## config.mk

```make
export PLATFORM = sky130hd
export DESIGN_NAME = atp_table
export DESIGN_NICKNAME = d
export VERILOG_FILES = /design/src/verilog/atp_pkg.sv /design/src/verilog/atp_table.sv
export SDC_FILE = /design/constraint.sdc
export NUM_CORES = 1
export LEC_CHECK = 0
export ABC_AREA = 1
export ABC_CLOCK_PERIOD_IN_PS = 2029
export BUFFER_PORTS_ARGS = -buffer_cell sky130_fd_sc_hd__buf_2
export CAP_MARGIN = 10
export CORE_UTILIZATION = 30
export CTS_BUF_LIST = sky130_fd_sc_hd__clkbuf_16
export DETAILED_ROUTE_END_ITERATION = 12
export GPL_TIMING_DRIVEN = 0
export SYNTH_ARGS = -nofsm -noshare
export SYNTH_HDL_FRONTEND = slang
export SYNTH_SLANG_ARGS = --single-unit
```

## constraint.sdc

```tcl
create_clock -name i_ref_clk -period 2.03 [get_ports i_ref_clk]
set_input_delay 0.3045 -clock i_ref_clk [delete_from_list [all_inputs] [get_ports i_ref_clk]]
set_output_delay 0.3045 -clock i_ref_clk [all_outputs]
set_load 0.05 [all_outputs]
```

## src/verilog/atp_pkg.sv

```systemverilog
/*
 * atp_pkg: constants and carrier types for the converter trigger-program table.
 * assumes: single 100 MHz clock domain, plain register port with 8-bit byte address.
 */
`default_nettype none
package atp_pkg;
  localparam int unsigned NUM_PROG  = 6;             // programs per converter unit
  localparam int unsigned NUM_SLOT  = 4;             // slots per program
  localparam int unsigned SLOT_W    = 8;             // bits per slot within a word
  localparam int unsigned DATA_W    = 12;            // conversion result width
  // register map (byte addresses)
  localparam logic [7:0]  OFS_PROG_BASE  = 8'h00;    // trigger_program_0..5, step 4
  localparam logic [7:0]  OFS_START_BASE = 8'h20;    // program_start_select 0..5, step 4
  localparam logic [7:0]  OFS_STATUS     = 8'h40;    // sequencer status
  localparam logic [7:0]  OFS_RES_BASE   = 8'h60;    // conversion_result_slot 0..3, step 4
  localparam logic [31:0] RST_PROG       = 32'h0000_0000;
  localparam logic [1:0]  RST_START      = 2'h0;
  // slot field positions inside one slot byte
  localparam int unsigned POS_EN    = 7;
  localparam int unsigned POS_PH_HI = 6;
  localparam int unsigned POS_PH_LO = 5;
  localparam int unsigned POS_CH_HI = 4;
  localparam int unsigned POS_CH_LO = 0;
  // phase tag coding
  localparam logic [1:0]  PH_NONE = 2'h0;
  localparam logic [1:0]  PH_U    = 2'h1;
  localparam logic [1:0]  PH_V    = 2'h2;
  localparam logic [1:0]  PH_W    = 2'h3;
  // start select coding
  localparam logic [1:0]  START_TRIG_A = 2'h1;
  localparam logic [1:0]  START_TRIG_B = 2'h2;
  // channel code limits
  localparam logic [4:0]  CH_LAST_COMMON = 5'h0e;    // last input shared by both units
  localparam logic [4:0]  CH_LAST_UNIT_B = 5'h10;    // last input of unit B

  typedef enum logic [1:0] {
    ATP_IDLE = 2'b00,
    ATP_SCAN = 2'b01,
    ATP_WAIT = 2'b11
  } atp_state_e;

  typedef struct packed {
    logic [4:0] chan;                                 // analog input to convert
    logic [1:0] slot;                                 // result slot it lands in
    logic [1:0] phase;                                // phase tag for vector engine
  } atp_req_s;

  typedef struct packed {
    logic [1:0]        slot;
    logic [1:0]        phase;
    logic [DATA_W-1:0] data;
  } atp_res_s;
endpackage : atp_pkg
`default_nettype wire

```

## src/verilog/atp_table.sv

```systemverilog
/*
 * atp_table: trigger-program table and conversion sequencer for one converter unit.
 * assumes: pwm triggers and converter handshake come from logic on i_ref_clk;
 *          the converter holds i_conv_done for one cycle per conversion.
 */
// Decided for this implementation: the address map and strobed register access.
// Behaviour
// each unit holds six program registers of four slots, each slot an enable, phase and channel.
// slot m feeds result slot m and is converted only when its enable bit is 1, else skipped.
// the two-bit phase tag travels with the conversion: 00 none, 01 U, 10 V, 11 W.
// channel codes 0 to 14 pick inputs 0 to 14 of the unit in order.
// codes 15 and 16 are inputs only on unit B; all other higher codes are reserved.
// slot m sits in byte m, enable at the top bit, phase below it, channel in the low five.
// each program has a two-bit start select: 01 trigger A, 10 trigger B, 00 or 11 none.
// a started program converts its enabled slots in ascending order, each result tagged.
`timescale 1ns/1ns
`default_nettype none
module atp_table
  import atp_pkg::*;
#(
  parameter bit UNIT_B = 1'b0                        // 1 for unit B input map
) (
  input  wire logic                  i_ref_clk,     // 100 MHz clock
  input  wire logic                  i_rst_b,       // async reset, active low
  input  wire logic                  i_ce,          // clock enable, freezes state when low
  input  wire logic [7:0]            i_addr,        // register byte address
  input  wire logic [31:0]           i_wdata,       // register write data
  input  wire logic                  i_wr,          // write strobe
  input  wire logic                  i_rd,          // read strobe
  output logic [31:0]                o_rdata,       // read data, cycle after i_rd
  input  wire logic                  i_pwm_trigger_a, // pwm trigger a pulse
  input  wire logic                  i_pwm_trigger_b, // pwm trigger b pulse
  output logic                       o_conv_req,    // conversion request level
  output atp_pkg::atp_req_s          o_conv,        // channel, slot and phase of request
  input  wire logic                  i_conv_done,   // conversion finished pulse
  input  wire logic [atp_pkg::DATA_W-1:0] i_conv_data, // conversion result
  output logic                       o_res_valid,   // result written pulse
  output atp_pkg::atp_res_s          o_res          // tagged result
);
  import atp_pkg::*;

  ////////////////////////////////////////////////////////////////////////////
  // registers and decode
  logic [31:0]       prog_r [NUM_PROG];
  logic [1:0]        start_r [NUM_PROG];
  logic [DATA_W-1:0] res_r [NUM_SLOT];
  logic [NUM_PROG-1:0] pending_r;
  logic [NUM_PROG-1:0] launch;
  atp_state_e        state_r;
  logic [2:0]        prog_sel_r;
  logic [1:0]        slot_r;
  logic [7:0]        slot_byte;
  logic              slot_legal;
  logic              slot_go;
  logic [2:0]        first_pend;

  // per-program register storage and trigger matching
  for (genvar n = 0; n < NUM_PROG; n++) begin : g_prog
    localparam logic [7:0] A_PROG  = OFS_PROG_BASE + 8'(4 * n);
    localparam logic [7:0] A_START = OFS_START_BASE + 8'(4 * n);
    always_ff @(posedge i_ref_clk or negedge i_rst_b) begin
      if (!i_rst_b) begin
        prog_r[n]  <= RST_PROG;
        start_r[n] <= RST_START;
      end else if (i_ce && i_wr) begin
        if (i_addr == A_PROG) begin
          prog_r[n] <= i_wdata;
        end
        if (i_addr == A_START) begin
          start_r[n] <= i_wdata[1:0];
        end
      end
    end
    // 00 and 11 never launch
    assign launch[n] = (start_r[n] == START_TRIG_A && i_pwm_trigger_a) ||
                       (start_r[n] == START_TRIG_B && i_pwm_trigger_b);
  end

  ////////////////////////////////////////////////////////////////////////////
  // register read, one cycle latency, unmapped reads zero
  always_ff @(posedge i_ref_clk or negedge i_rst_b) begin
    if (!i_rst_b) begin
      o_rdata <= 32'h0000_0000;
    end else if (i_ce) begin
      o_rdata <= 32'h0000_0000;
      if (i_rd) begin
        for (int n = 0; n < NUM_PROG; n++) begin
          if (i_addr == OFS_PROG_BASE + 8'(4 * n)) begin
            o_rdata <= prog_r[n];
          end
          if (i_addr == OFS_START_BASE + 8'(4 * n)) begin
            o_rdata <= {30'h0000_0000, start_r[n]};
          end
        end
        for (int m = 0; m < NUM_SLOT; m++) begin
          if (i_addr == OFS_RES_BASE + 8'(4 * m)) begin
            o_rdata <= {{(32 - DATA_W){1'b0}}, res_r[m]};
          end
        end
        if (i_addr == OFS_STATUS) begin
          o_rdata <= {18'h0_0000, pending_r, 1'b0, prog_sel_r, slot_r, state_r};
        end
      end
    end
  end

  ////////////////////////////////////////////////////////////////////////////
  // current slot fields and legality of its channel code
  always_comb begin
    slot_byte  = prog_r[prog_sel_r][slot_r*SLOT_W +: SLOT_W];
    slot_legal = (slot_byte[POS_CH_HI:POS_CH_LO] <= CH_LAST_COMMON) ||
                 (UNIT_B && slot_byte[POS_CH_HI:POS_CH_LO] <= CH_LAST_UNIT_B);
    slot_go    = slot_byte[POS_EN] && slot_legal;
    first_pend = 3'h0;
    for (int n = NUM_PROG - 1; n >= 0; n--) begin
      if (pending_r[n]) begin
        first_pend = 3'(n);
      end
    end
  end

  // pending launches, a new trigger wins over the clear of its own bit
  always_ff @(posedge i_ref_clk or negedge i_rst_b) begin
    if (!i_rst_b) begin
      pending_r <= '0;
    end else if (i_ce) begin
      pending_r <= (pending_r &
                    ~((state_r == ATP_IDLE && |pending_r) ? 6'(1) << first_pend : 6'h00))
                   | launch;
    end
  end

  ////////////////////////////////////////////////////////////////////////////
  // sequencer: lowest pending program first, slots in ascending order
  always_ff @(posedge i_ref_clk or negedge i_rst_b) begin
    if (!i_rst_b) begin
      state_r    <= ATP_IDLE;
      prog_sel_r <= 3'h0;
      slot_r     <= 2'h0;
      o_conv     <= '0;
    end else if (i_ce) begin
      case (state_r)
        ATP_IDLE: begin
          if (|pending_r) begin
            prog_sel_r <= first_pend;
            slot_r     <= 2'h0;
            state_r    <= ATP_SCAN;
          end
        end
        ATP_SCAN: begin
          if (slot_go) begin
            o_conv.chan  <= slot_byte[POS_CH_HI:POS_CH_LO];
            o_conv.slot  <= slot_r;
            o_conv.phase <= slot_byte[POS_PH_HI:POS_PH_LO];
            state_r      <= ATP_WAIT;
          end else if (slot_r == 2'h3) begin
            state_r <= ATP_IDLE;
          end else begin
            slot_r <= slot_r + 2'h1;
          end
        end
        ATP_WAIT: begin
          if (i_conv_done) begin
            if (slot_r == 2'h3) begin
              state_r <= ATP_IDLE;
            end else begin
              slot_r  <= slot_r + 2'h1;
              state_r <= ATP_SCAN;
            end
          end
        end
        default: state_r <= ATP_IDLE;
      endcase
    end
  end

  assign o_conv_req = (state_r == ATP_WAIT);

  // result store and tagged result output
  always_ff @(posedge i_ref_clk or negedge i_rst_b) begin
    if (!i_rst_b) begin
      o_res_valid <= 1'b0;
      o_res       <= '0;
      for (int m = 0; m < NUM_SLOT; m++) begin
        res_r[m] <= '0;
      end
    end else if (i_ce) begin
      o_res_valid <= 1'b0;
      if (state_r == ATP_WAIT && i_conv_done) begin
        res_r[o_conv.slot] <= i_conv_data;
        o_res_valid        <= 1'b1;
        o_res.slot         <= o_conv.slot;
        o_res.phase        <= o_conv.phase;
        o_res.data         <= i_conv_data;
      end
    end
  end
endmodule : atp_table
`default_nettype wire

```

### Word level (Yosys, flattened, before mapping)

Index checks and enable logic that the tools add are counted.

* input bits: 60
* word-level logic and storage cells: 162
* register bits after elaboration: 323

* muxes and demuxes: 43
* $lt $le $gt $ge: 4
* shifts and indexed selects: 2
* reductions and logical operators: 44
* eq/ne operators: 35
* add/sub/neg operators: 1
* bitwise logic cells: 5

Operators by type and width (number)
* two-way mux 32 bit: 20
* binary-select mux 32 bit (select 3 bit): 1
* bitwise mux 48 bit: 1
* == test 8 x 6 -> 1 bit (second input constant): 6
* == test 8 x 7 -> 1 bit (second input constant): 5
* variable part select 32 x 6 -> 8 bit: 1
* AND reduction 2 bit: 13
* demux 12 bit (select 2 bit): 1
* two-way mux 3 bit: 6
* logical AND 1 bit: 17
* == test 2 bit (second input constant): 8
* == test 8 x 4 -> 1 bit (second input constant): 2
* == test 8 x 5 -> 1 bit (second input constant): 2
* two-way mux 2 bit: 8
* == test 2 x 1 -> 1 bit (second input constant): 7
* two-way mux 12 bit: 1
* case mux 2 bit (3 select lines): 2
* == test 8 x 3 -> 1 bit (second input constant): 1
* logical NOT 8 bit: 1
* AND 6 bit: 1
* logical OR 1 bit: 6
* two-way mux 6 bit: 1
* inverter 6 bit: 1
* OR 6 bit: 1
* 18 further kinds: 21

### Depth between registers and ports, before layout

Gate-level depths: netlist of the first run.

* depth after elaboration: 19
* depth in mapped cells: 18

### Least setup slack after synthesis of the first run

Ideal clock, no wire load.

* kind: register to register
* start: register state_r[1]
* end: register res_r[10] in the netlist's numbering
* period minus slack after synthesis: 1.830 ns
* library setup time: 0.130 ns
* path buffers: 1
* stages on the path, launching flop included: 9
* setup slack: 0.200 ns
* required time: 1.900 ns
* arrival: 1.700 ns
* cells stage by stage: dfrtp_1 nand2_1 inv_1 nand3_1 inv_1 nand3_1 clkbuf_1 nand2_1 o21ai_0

* cells in the longest elaborated chain, start to end: 3

Ends and longest elaborated chain
* start: declaration: line atp_table.sv:49 `atp_state_e state_r;`
* start signal: assignment: line atp_table.sv:137 `state_r <= ATP_IDLE;`
* start signal: assignment: line atp_table.sv:147 `state_r <= ATP_SCAN;`
* start signal: assignment: line atp_table.sv:155 `state_r <= ATP_WAIT;`
* == test 2 bit
* via o_conv_req: line atp_table.sv:33 `output logic o_conv_req,`
* logical AND 1 bit: line atp_table.sv:189 `if (state_r == ATP_WAIT && i_conv_done) begin`
* AND reduction 2 bit (no source line)
* end signal: indexed assignment: line atp_table.sv:190 `res_r[o_conv.slot] <= i_conv_data;`
* end: declaration: line atp_table.sv:46 `logic [DATA_W-1:0] res_r [NUM_SLOT];`

The timed path passes the listed nets, and every way through them passes these cells.
A chain may end at the register's enable or synchronous reset.

### Worst setup path in the final report of the first run

* start: register prog_sel_r[0]
* end: register o_conv[2] in the netlist's numbering

* cells in the longest elaborated chain, start to end: 8

Ends and longest elaborated chain
* start: declaration: line atp_table.sv:50 `logic [2:0] prog_sel_r;`
* start signal: assignment: line atp_table.sv:145 `prog_sel_r <= first_pend;`
* inverter 3 -> 4 bit (implied by the code) *: line atp_table.sv:110 `slot_byte = prog_r[prog_sel_r][slot_r*SLOT_W +: SLOT_W];`
* binary-select mux 32 bit (select 3 bit) *: line atp_table.sv:110
* two-way mux 32 bit (implied by the code) * (2 in a row): line atp_table.sv:110
* variable part select 32 x 6 -> 8 bit *: line atp_table.sv:110
* less-or-equal comparator 5 x 4 -> 1 bit: line atp_table.sv:111 `slot_legal = (slot_byte[POS_CH_HI:POS_CH_LO] <= CH_LAST_COMMON) ||`
* logical AND 1 bit *: line atp_table.sv:113 `slot_go = slot_byte[POS_EN] && slot_legal;`
* AND reduction 3 bit (no source line) *
* end: declaration: line atp_table.sv:34 `output atp_pkg::atp_req_s o_conv,`

Every way passes the cells marked *; elsewhere a longest branch is shown, timed or not. The select of a mux whose other input is x is not followed.

==> run summary, run 1 <==
Walking the worst path, the cells encountered are inv_2 -> buf_12 -> buf_8 -> nor2_1 -> o21ai_1 -> o21ai_0 -> o21ai_1 -> nand3_1 -> nand2_1 -> a22o_4 -> nand4_4 -> buf_4 -> nand2_1 -> o21ai_2. Dividing the detail-routed via count by the number of cells gives 5.49. The origin of the critical flop-to-flop path is prog_sel_r[0]$_DFFE_PN0P_. VDD sags by at most 536 uV.

By startpoint and endpoint, the worst setup path is classified as register to register. The CTS H-tree depth came out at 2. Along the worst path, the maximum fanout reaches 7. Leaving out fill and tap cells, the most frequent cells in the layout are 558 x nand2_1, 355 x o21ai_0, 322 x dfrtp_1, 132 x buf_2, 126 x inv_1. In this run, CTS created clock tree buffers numbering 35.

The final sum of negative setup slack is -3.92 ns. The wire length reported by the detailed router is 65.7 mm. The number of different library cells in the post-synthesis netlist is 38. In the final layout, the share of cells above drive strength 1 is 0.179.

The total setup violations reported at the end of the flow came out at 13. For this configuration, the core starts out at a cell density of 0.304. The worst setup path is captured at a register.

Yosys printed 0 warnings. The worst hold path belongs to the class primary input to async pin. The final non-filler cell total came out at 2854.

For this run, global-route usage on met2 was measured as 0.375. The final reports fail on hold timing, setup timing. The hold slack came out at -0.116 ns. Leaving out fill and tap cells, the most frequent cell in the layout is nand2_1. The overall power of the completed layout is 21800 uW. The number of hold violations in the final report came out at 118. The number of violations of the max-capacitance limit is 0. The global routing met3 resource utilization is 0.0542. Setup slack on the worst reg-to-reg path comes out at -0.34 ns. The synthesized instance count is 1950. The CTS tree is built.

The average wire length per cell after detail routing is 23.0 um. The worst register-to-register path ends at o_conv[2]$_DFFE_PN0P_. The layout-stage area growth over the synthesis result is 23.2%.

The die outline area came out at 53200 sq um. The detail route stage leaves a number of antenna-violating nets equal to 0. The fmax came out at 423 MHz.

The area of the placeable core came out at 51500 sq um. The insertion delay to the later sink of the worst-skew pair came out at 0.53 ns. The instance count after placement with tap cells included is 2750. Setup repair after global routing could not meet its margin everywhere. In this run the static leakage power is 0.00908 uW.

The height of the die is 231 um. At the end of the flow the core is filled with cells to 0.375. The slew at the pin closest to its max-slew limit came out at 0.913 ns. Among all stages on the critical path, the largest delay is contributed by dfrtp_1.

STA classifies the critical path startpoint as a register. The sum of buffers and inverters on the critical path is 4. For this run the aggregate overflow at the end of global routing stands at 0.

The clock passes through at most 3 buffers. The kind of cell with the highest combined delay on the critical path is buffers and inverters. Dividing the synthesized area by the synthesized cell count gives 8.04 sq um. The first-pass iteration count of the detailed router came out at 6. After clock tree synthesis, the clock-pin slew on the worst setup and hold paths is 0.06 ns. The maximum number of pins on one net before global-route repair is 120. For this run, the register share of the synthesized area comes to 0.516. The met1 routing resource usage after global routing came out at 0.335.

The global-route wire length before repair is 96.5 mm. The post-synthesis sequential element count is 323. In this run the clock root is driven by a clkbuf_16. The power density of the placed cells is 1130 nW/um^2. The placement row count came out at 83. Measured along the x axis, the die boundary spans 231 um. The flow ran to the end, but the final reports show violations. The most used routing layer is met2. The depth of the worst register-to-register path came out at 14. The cell area that synthesis handed to floorplanning was 15700 sq um.

The critical path required time came out at 2.44 ns. The number of design rule violations left after detail routing is 0. The via count of the first global-routing pass is 14800. In this run the tool buffered the top-level ports with 118 buffer cells. The data arrival time of the critical path is 2.78 ns.

The synthesized netlist net count is 2011. The ratio of final minimum period to clock period is 1.17. The final layout net count came out at 2209. After the first detailed-routing iteration, the DRC count stood at 1812. The via count came out at 15700. The sum of net half-perimeters after detailed placement is 46.4 mm. The total count of max-transition violations in the final report is 0. The number of antenna violations at the first check in global routing is 0. After layout, the minimum clock period comes to 2.37 ns. The worst max-slew margin expressed relative to the limit came out at 0.391. For the final database, setup skew stands at 0.0128 ns.

The overall fraction of global-route tracks in use came out at 0.245. At the end of routability-driven placement, the weighted congestion stood at 1.01. The total number of clock tree sinks came out at 323. The longest individual stage delay on the worst path came out at 0.42 ns. In the post-route analysis, the smallest setup slack over all paths is -0.337 ns. The total I/O pin count came out at 119.
-- metrics by stage --
step	cell area, sq um	setup WS, ns
after floorplan	15700	0.200
after global placement	17100	-5.54
after detailed placement	17200	-1.23
after CTS	18900	-0.255
after global routing	19300	-0.357
final	19300	-0.337
-- power by group --
group          switching [uW]  internal, uW  total, uW
combinational            5400          2590       7990
clock                    2650          3670       6320
sequential                485          7050       7530
-- kinds of logic (layout without fill, tap and decap cells) --
group	count (synthesis)	in the layout	share of synthesized area
adders and majority gates	1	1	0.000798
buffers and inverters	244	466	0.0674
and+or+nand+nor	794	795	0.204
DFF	323	323	0.516
AOI/OAI and AO/OA	588	588	0.212
other	0	1	0
-- registers in the layout, indices dropped and copies added, names as in the netlist --
register and flops:
slot_r 2, state_r 2, res_r 48, start_r 12, prog_r 192, o_conv 9
prog_sel_r 3, o_res 16, o_rdata 32, o_res_valid 1, pending_r 6
-- worst max-delay path by stage --
stage,start,to,cells after the start
finish,prog_sel_r[0]$_DFFE_PN0P_,o_conv[2]$_DFFE_PN0P_,14
global route,prog_sel_r[0]$_DFFE_PN0P_,o_conv[2]$_DFFE_PN0P_,14
CTS,prog_sel_r[0]$_DFFE_PN0P_,o_conv[8]$_DFFE_PN0P_,13
detailed placement,prog_sel_r[0]$_DFFE_PN0P_,o_conv[0]$_DFFE_PN0P_,10
global placement,i_rst_b,o_res[15]$_DFFE_PN0P_,1
floorplan,state_r[1]$_DFFE_PN0P_,res_r[10]$_DFFE_PN0P_,8
-- repair_timing --
item | 4_1_cts | 5_1_grt
pin swaps | 19 | 31
endpoints found under the hold margin | 118 | 118
setup endpoints to repair | 211 | 184
gates cloned | 2 | 1
buffers inserted | 24 | 15
resized for setup | 125 | 94
-- metal layers --
metal	vias to the layer above	wire [um]
met4	0	2850
met2	892	29100
met1	7640	27400
met5	-	0
li1	6965	-
met3	165	6390
-- synth_stat cells, drive strengths merged --
master,n,area [sq um]
a22o,22,201
o31ai,2,15.0
o22ai,3,18.8
nand2,580,2200
nand3,57,290
o21ai,415,2110
nor3,6,35.0
buf,51,332
nand4,16,130
nor2,131,504
o21a,1,7.51
or2,3,18.8
a21oi,75,375
inv,126,473
o2111ai,14,123
dfrtp,323,8080
o211ai,13,97.6
a221oi,17,149
ha,1,12.5
o221ai,23,201
o41ai,1,8.76
a211oi,1,7.51
nor4,1,21.3
o311ai,1,8.76
clkbuf,65,244
clkinv,2,7.51
-- final cells by class --
cell class | count | area [sq um]
tap | 680 | 851
multi-input combinational | 1384 | 6890
antenna | 1 | 2.50
clock buffer | 37 | 926
inverter | 128 | 497
clock inverter | 25 | 186
sequential | 323 | 8080
buffer | 115 | 831
timing repair buffer | 161 | 1040
fill | 5418 | 32200
Power figures use the tool's default switching activity.
==> run 2, diff against run 1 <==
- CORE_ASPECT_RATIO: unset -> 1.4
==> run 2 against run 1 <==
  * Setup slack better by 0.051 ns
  * Cell count is 1.6% lower
  * Largest power group unchanged
  * Clock power fell by 1%
  * The flow still finishes with violations (hold timing, setup timing)
  * Wire length increased by 1.6%
  * Clock skew grew 0.013 ns
  * Sequential power is 0.8% higher
  * Utilization is essentially flat
  * Non-clock buffer count down 13
  * Sequential share of layout area is 0.11 points higher
  * Fmax rose by 2.2%
  * Clock-buffer cell count decreased by 1
==> run summary, run 2 (synthesis results as in run 1) <==
The global-route wire length before repair is 97.0 mm (was 96.5 mm). The total count of max-transition violations in the final report was 0 (unchanged). The layout-stage area growth over the synthesis result came to 22.9% (was 23.2%). The via count of the first global-routing pass came out at 15000 (was 14800). The critical path required time was 2.46 ns (was 2.44 ns). The number of port buffers came out at 118 (unchanged).

The first-pass iteration count of the detailed router came out at 6 (unchanged). The final clock skew came out at 0.0254 ns (was 0.0128 ns). The final sum of negative setup slack came out at -3.26 ns (was -3.92 ns).

The placer's final routability congestion estimate is 1.02 (was 1.01). The remaining number of nets flagged by the antenna check after routing is 0 (unchanged). The residual overflow from global routing is 0 (unchanged). The share of cells above drive strength 1 is 0.184 (was 0.179).

The internal reg-to-reg setup slack is -0.29 ns (was -0.34 ns). The data arrival time of the critical path came out at 2.75 ns (was 2.78 ns). The endpoint of the worst-slack reg-to-reg timing path is o_conv[1]$_DFFE_PN0P_ (was o_conv[2]$_DFFE_PN0P_). The highest fanout seen on the critical path is 10 (was 7). The clock-pin slew on the worst setup and hold paths was 0.06 ns (about the same).

The peak supply drop is 643 uV (was 536 uV). The number of buffers created by CTS came out at 36 (was 35). The overall fraction of global-route tracks in use came out at 0.248 (was 0.245).

Highest-count cells in the layout ignoring fill and taps: 549 x nand2_1, 346 x o21ai_0, 321 x dfrtp_1, 132 x buf_2, 123 x inv_1 (was 558 x nand2_1, 355 x o21ai_0, 322 x dfrtp_1, 132 x buf_2, 126 x inv_1). The average wire length per cell after detail routing came out at 23.8 um (was 23.0 um). The cell at the root of the clock tree is clkbuf_16 (unchanged). The most used routing layer is met2 (unchanged). The register containing the most flip-flops in the final layout is prog_r (unchanged). The most common cell after layout, fill and taps aside is nand2_1 (unchanged). The final non-filler cell area is 19300 sq um (about the same). The ratio of final minimum period to clock period is 1.14 (was 1.17). The global routing usage on met2 came to 0.418 (was 0.375). The final layout net count came out at 2196 (was 2209).

Biggest regs: prog_r (192), res_r (48), o_rdata (32) (unchanged). The launching element type of the critical path is a register (unchanged). The worst max-slew margin expressed relative to the limit is 0.406 (was 0.391).

The met1 routing resource usage after global routing is 0.287 (was 0.335). The total number of clock tree sinks was 323 (unchanged). The total setup violations reported at the end of the flow is 14 (was 13).

The global routing met3 resource utilization is 0.0459 (was 0.0542). The leakage dissipation is 0.00900 uW (was 0.00908 uW). The number of antenna violations at the first check in global routing is 0 (unchanged). The placement row count is 98 (was 83). The total I/O pin count was 119 (unchanged). The number of violations of the max-capacitance limit came out at 0 (unchanged). The number of hold violations in the final report came out at 109 (was 118).

The sum of net half-perimeters after detailed placement came out at 47.5 mm (was 46.4 mm). The via count came out at 15500 (was 15700). The cell area after placement came out at 17100 sq um (was 17200 sq um). Failing checks: hold timing, setup timing (unchanged). The count of routing violations after the opening detailed-route iteration is 1836 (was 1812). The antenna diode count is 0 (was 1).

The depth of the worst register-to-register path is 13 (was 14). The initial cell density of the core is 0.305 (was 0.304). The CTS tree is built (unchanged). The wire length reported by the detailed router is 66.8 mm (was 65.7 mm). The die outline area came out at 53200 sq um (about the same).

The final critical path time including I/O delays and setup is 2.32 ns (was 2.37 ns). The type of the setup path with the least slack is register to register (unchanged). The area of the placeable core came out at 51400 sq um (was 51500 sq um). The hold slack is -0.187 ns (was -0.116 ns). The power density of the placed cells was 1130 nW/um^2 (about the same). The height of the die came out at 272 um (was 231 um). The fmax came to 432 MHz (was 423 MHz). The number of buffers on the longest clock path came out at 3 (unchanged).

The number of flip-flops in the largest register came out at 192 (unchanged). The worst hold path class was primary input to async pin (unchanged). The CTS H-tree depth came out at 2 (unchanged). The origin of the critical flop-to-flop path is prog_sel_r[0]$_DFFE_PN0P_ (unchanged). The slew at the pin closest to its max-slew limit came out at 0.890 ns (was 0.913 ns). The smallest setup slack after layout is -0.286 ns (was -0.337 ns).

The number of design rule violations left after detail routing was 0 (unchanged). Status: complete, but fails checks (unchanged). The maximum number of pins on one net before global-route repair is 126 (was 120). The horizontal extent of the die came out at 195 um (was 231 um).

Unrepaired setup endpoints after global routing: yes (unchanged). The category of the worst setup path capture point is a register (unchanged). The insertion delay to the later sink of the worst-skew pair is 0.56 ns (was 0.53 ns). The average via count per standard cell is 5.51 (was 5.49).
-- run 2: changes by cell type in the layout (fill, tap and decap cells not counted), moves of 5 or more --
cell	previous run	this run
buf_4	46	29
nand2_1	558	549
o21ai_0	355	346
nor2_1	120	112
buf_6	16	10
clkbuf_4	4	10
nor2_2	5	11
a221oi_1	11	16
buf_12	9	14
nand2_2	20	25
o21ai_1	44	49
-- run 2: layout make-up --
class	count	area (sq um)
Multi-Input combinational cell	1383	6930
Sequential cell	323	8090
Fill cell	5275	32100
Clock inverter	26	181
Inverter	128	504
Clock buffer	36	901
Timing Repair Buffer	147	973
Tap cell	650	813
Buffer	116	866
-- run 2: where the power goes --
group	internal, uW	leakage (uW)	switching (uW)	total [uW]
clock network	3390	0.000545	2860	6240
registers	7050	0.00446	542	7590
logic	2650	0.00400	5330	7980
total	13100	0.00900	8730	21800
-- run 2: timing repair --
item	4_1_cts	5_1_grt
resized for setup	119	139
setup endpoints to repair	221	184
buffers inserted	14	9
hold endpoints to repair	109	109
pin swaps	15	31
cloned	0	4
-- run 2: worst max-delay path by stage --
| stage | from | endpoint | slack (ns) |
|---|---|---|---|
| final | prog_sel_r[0]$_DFFE_PN0P_ | o_conv[1]$_DFFE_PN0P_ | -0.29 |
| after global routing | prog_sel_r[0]$_DFFE_PN0P_ | o_conv[1]$_DFFE_PN0P_ | -0.31 |
| after CTS | prog_sel_r[0]$_DFFE_PN0P_ | slot_r[1]$_DFFE_PN0P_ | -0.14 |
| after detailed placement | i_addr[1] | o_rdata[14]$_DFFE_PN0P_ | -1.10 |
| after global placement | i_rst_b | prog_r[108]$_DFFE_PN0P_ | -5.45 |
| after floorplan | state_r[1]$_DFFE_PN0P_ | res_r[10]$_DFFE_PN0P_ | 0.20 |
-- run 2: layer usage --
layer,share of wire,wire [um]
met4,0.080,5340
met1,0.37,24400
met5,0,0
met3,0.078,5220
met2,0.48,31800
-- run 2: critical path: stages (launching register included) --
cell      delay [ns]
dfrtp_2         0.45
clkinv_4        0.12
buf_12          0.16
buf_8           0.18
a21oi_1         0.08
o21ai_1         0.11
o211ai_1        0.21
nand3_1         0.16
nand2_2         0.11
nand4_4         0.14
nand4_4         0.16
buf_12          0.20
nand2_2         0.06
o21ai_2         0.05
-- run 2: stage by stage --
stage | setup WS, ns | power, uW | utilization | cells
floorplan | 0.200 | 11400 | - | 1950
detailed placement | -1.10 | 13800 | 0.334 | 2720
CTS | -0.144 | 20800 | 0.365 | 2796
global route | -0.314 | 22500 | 0.375 | 2809
finish | -0.286 | 21800 | 0.375 | 2809
global placement | -5.45 | 13700 | 0.332 | 2718
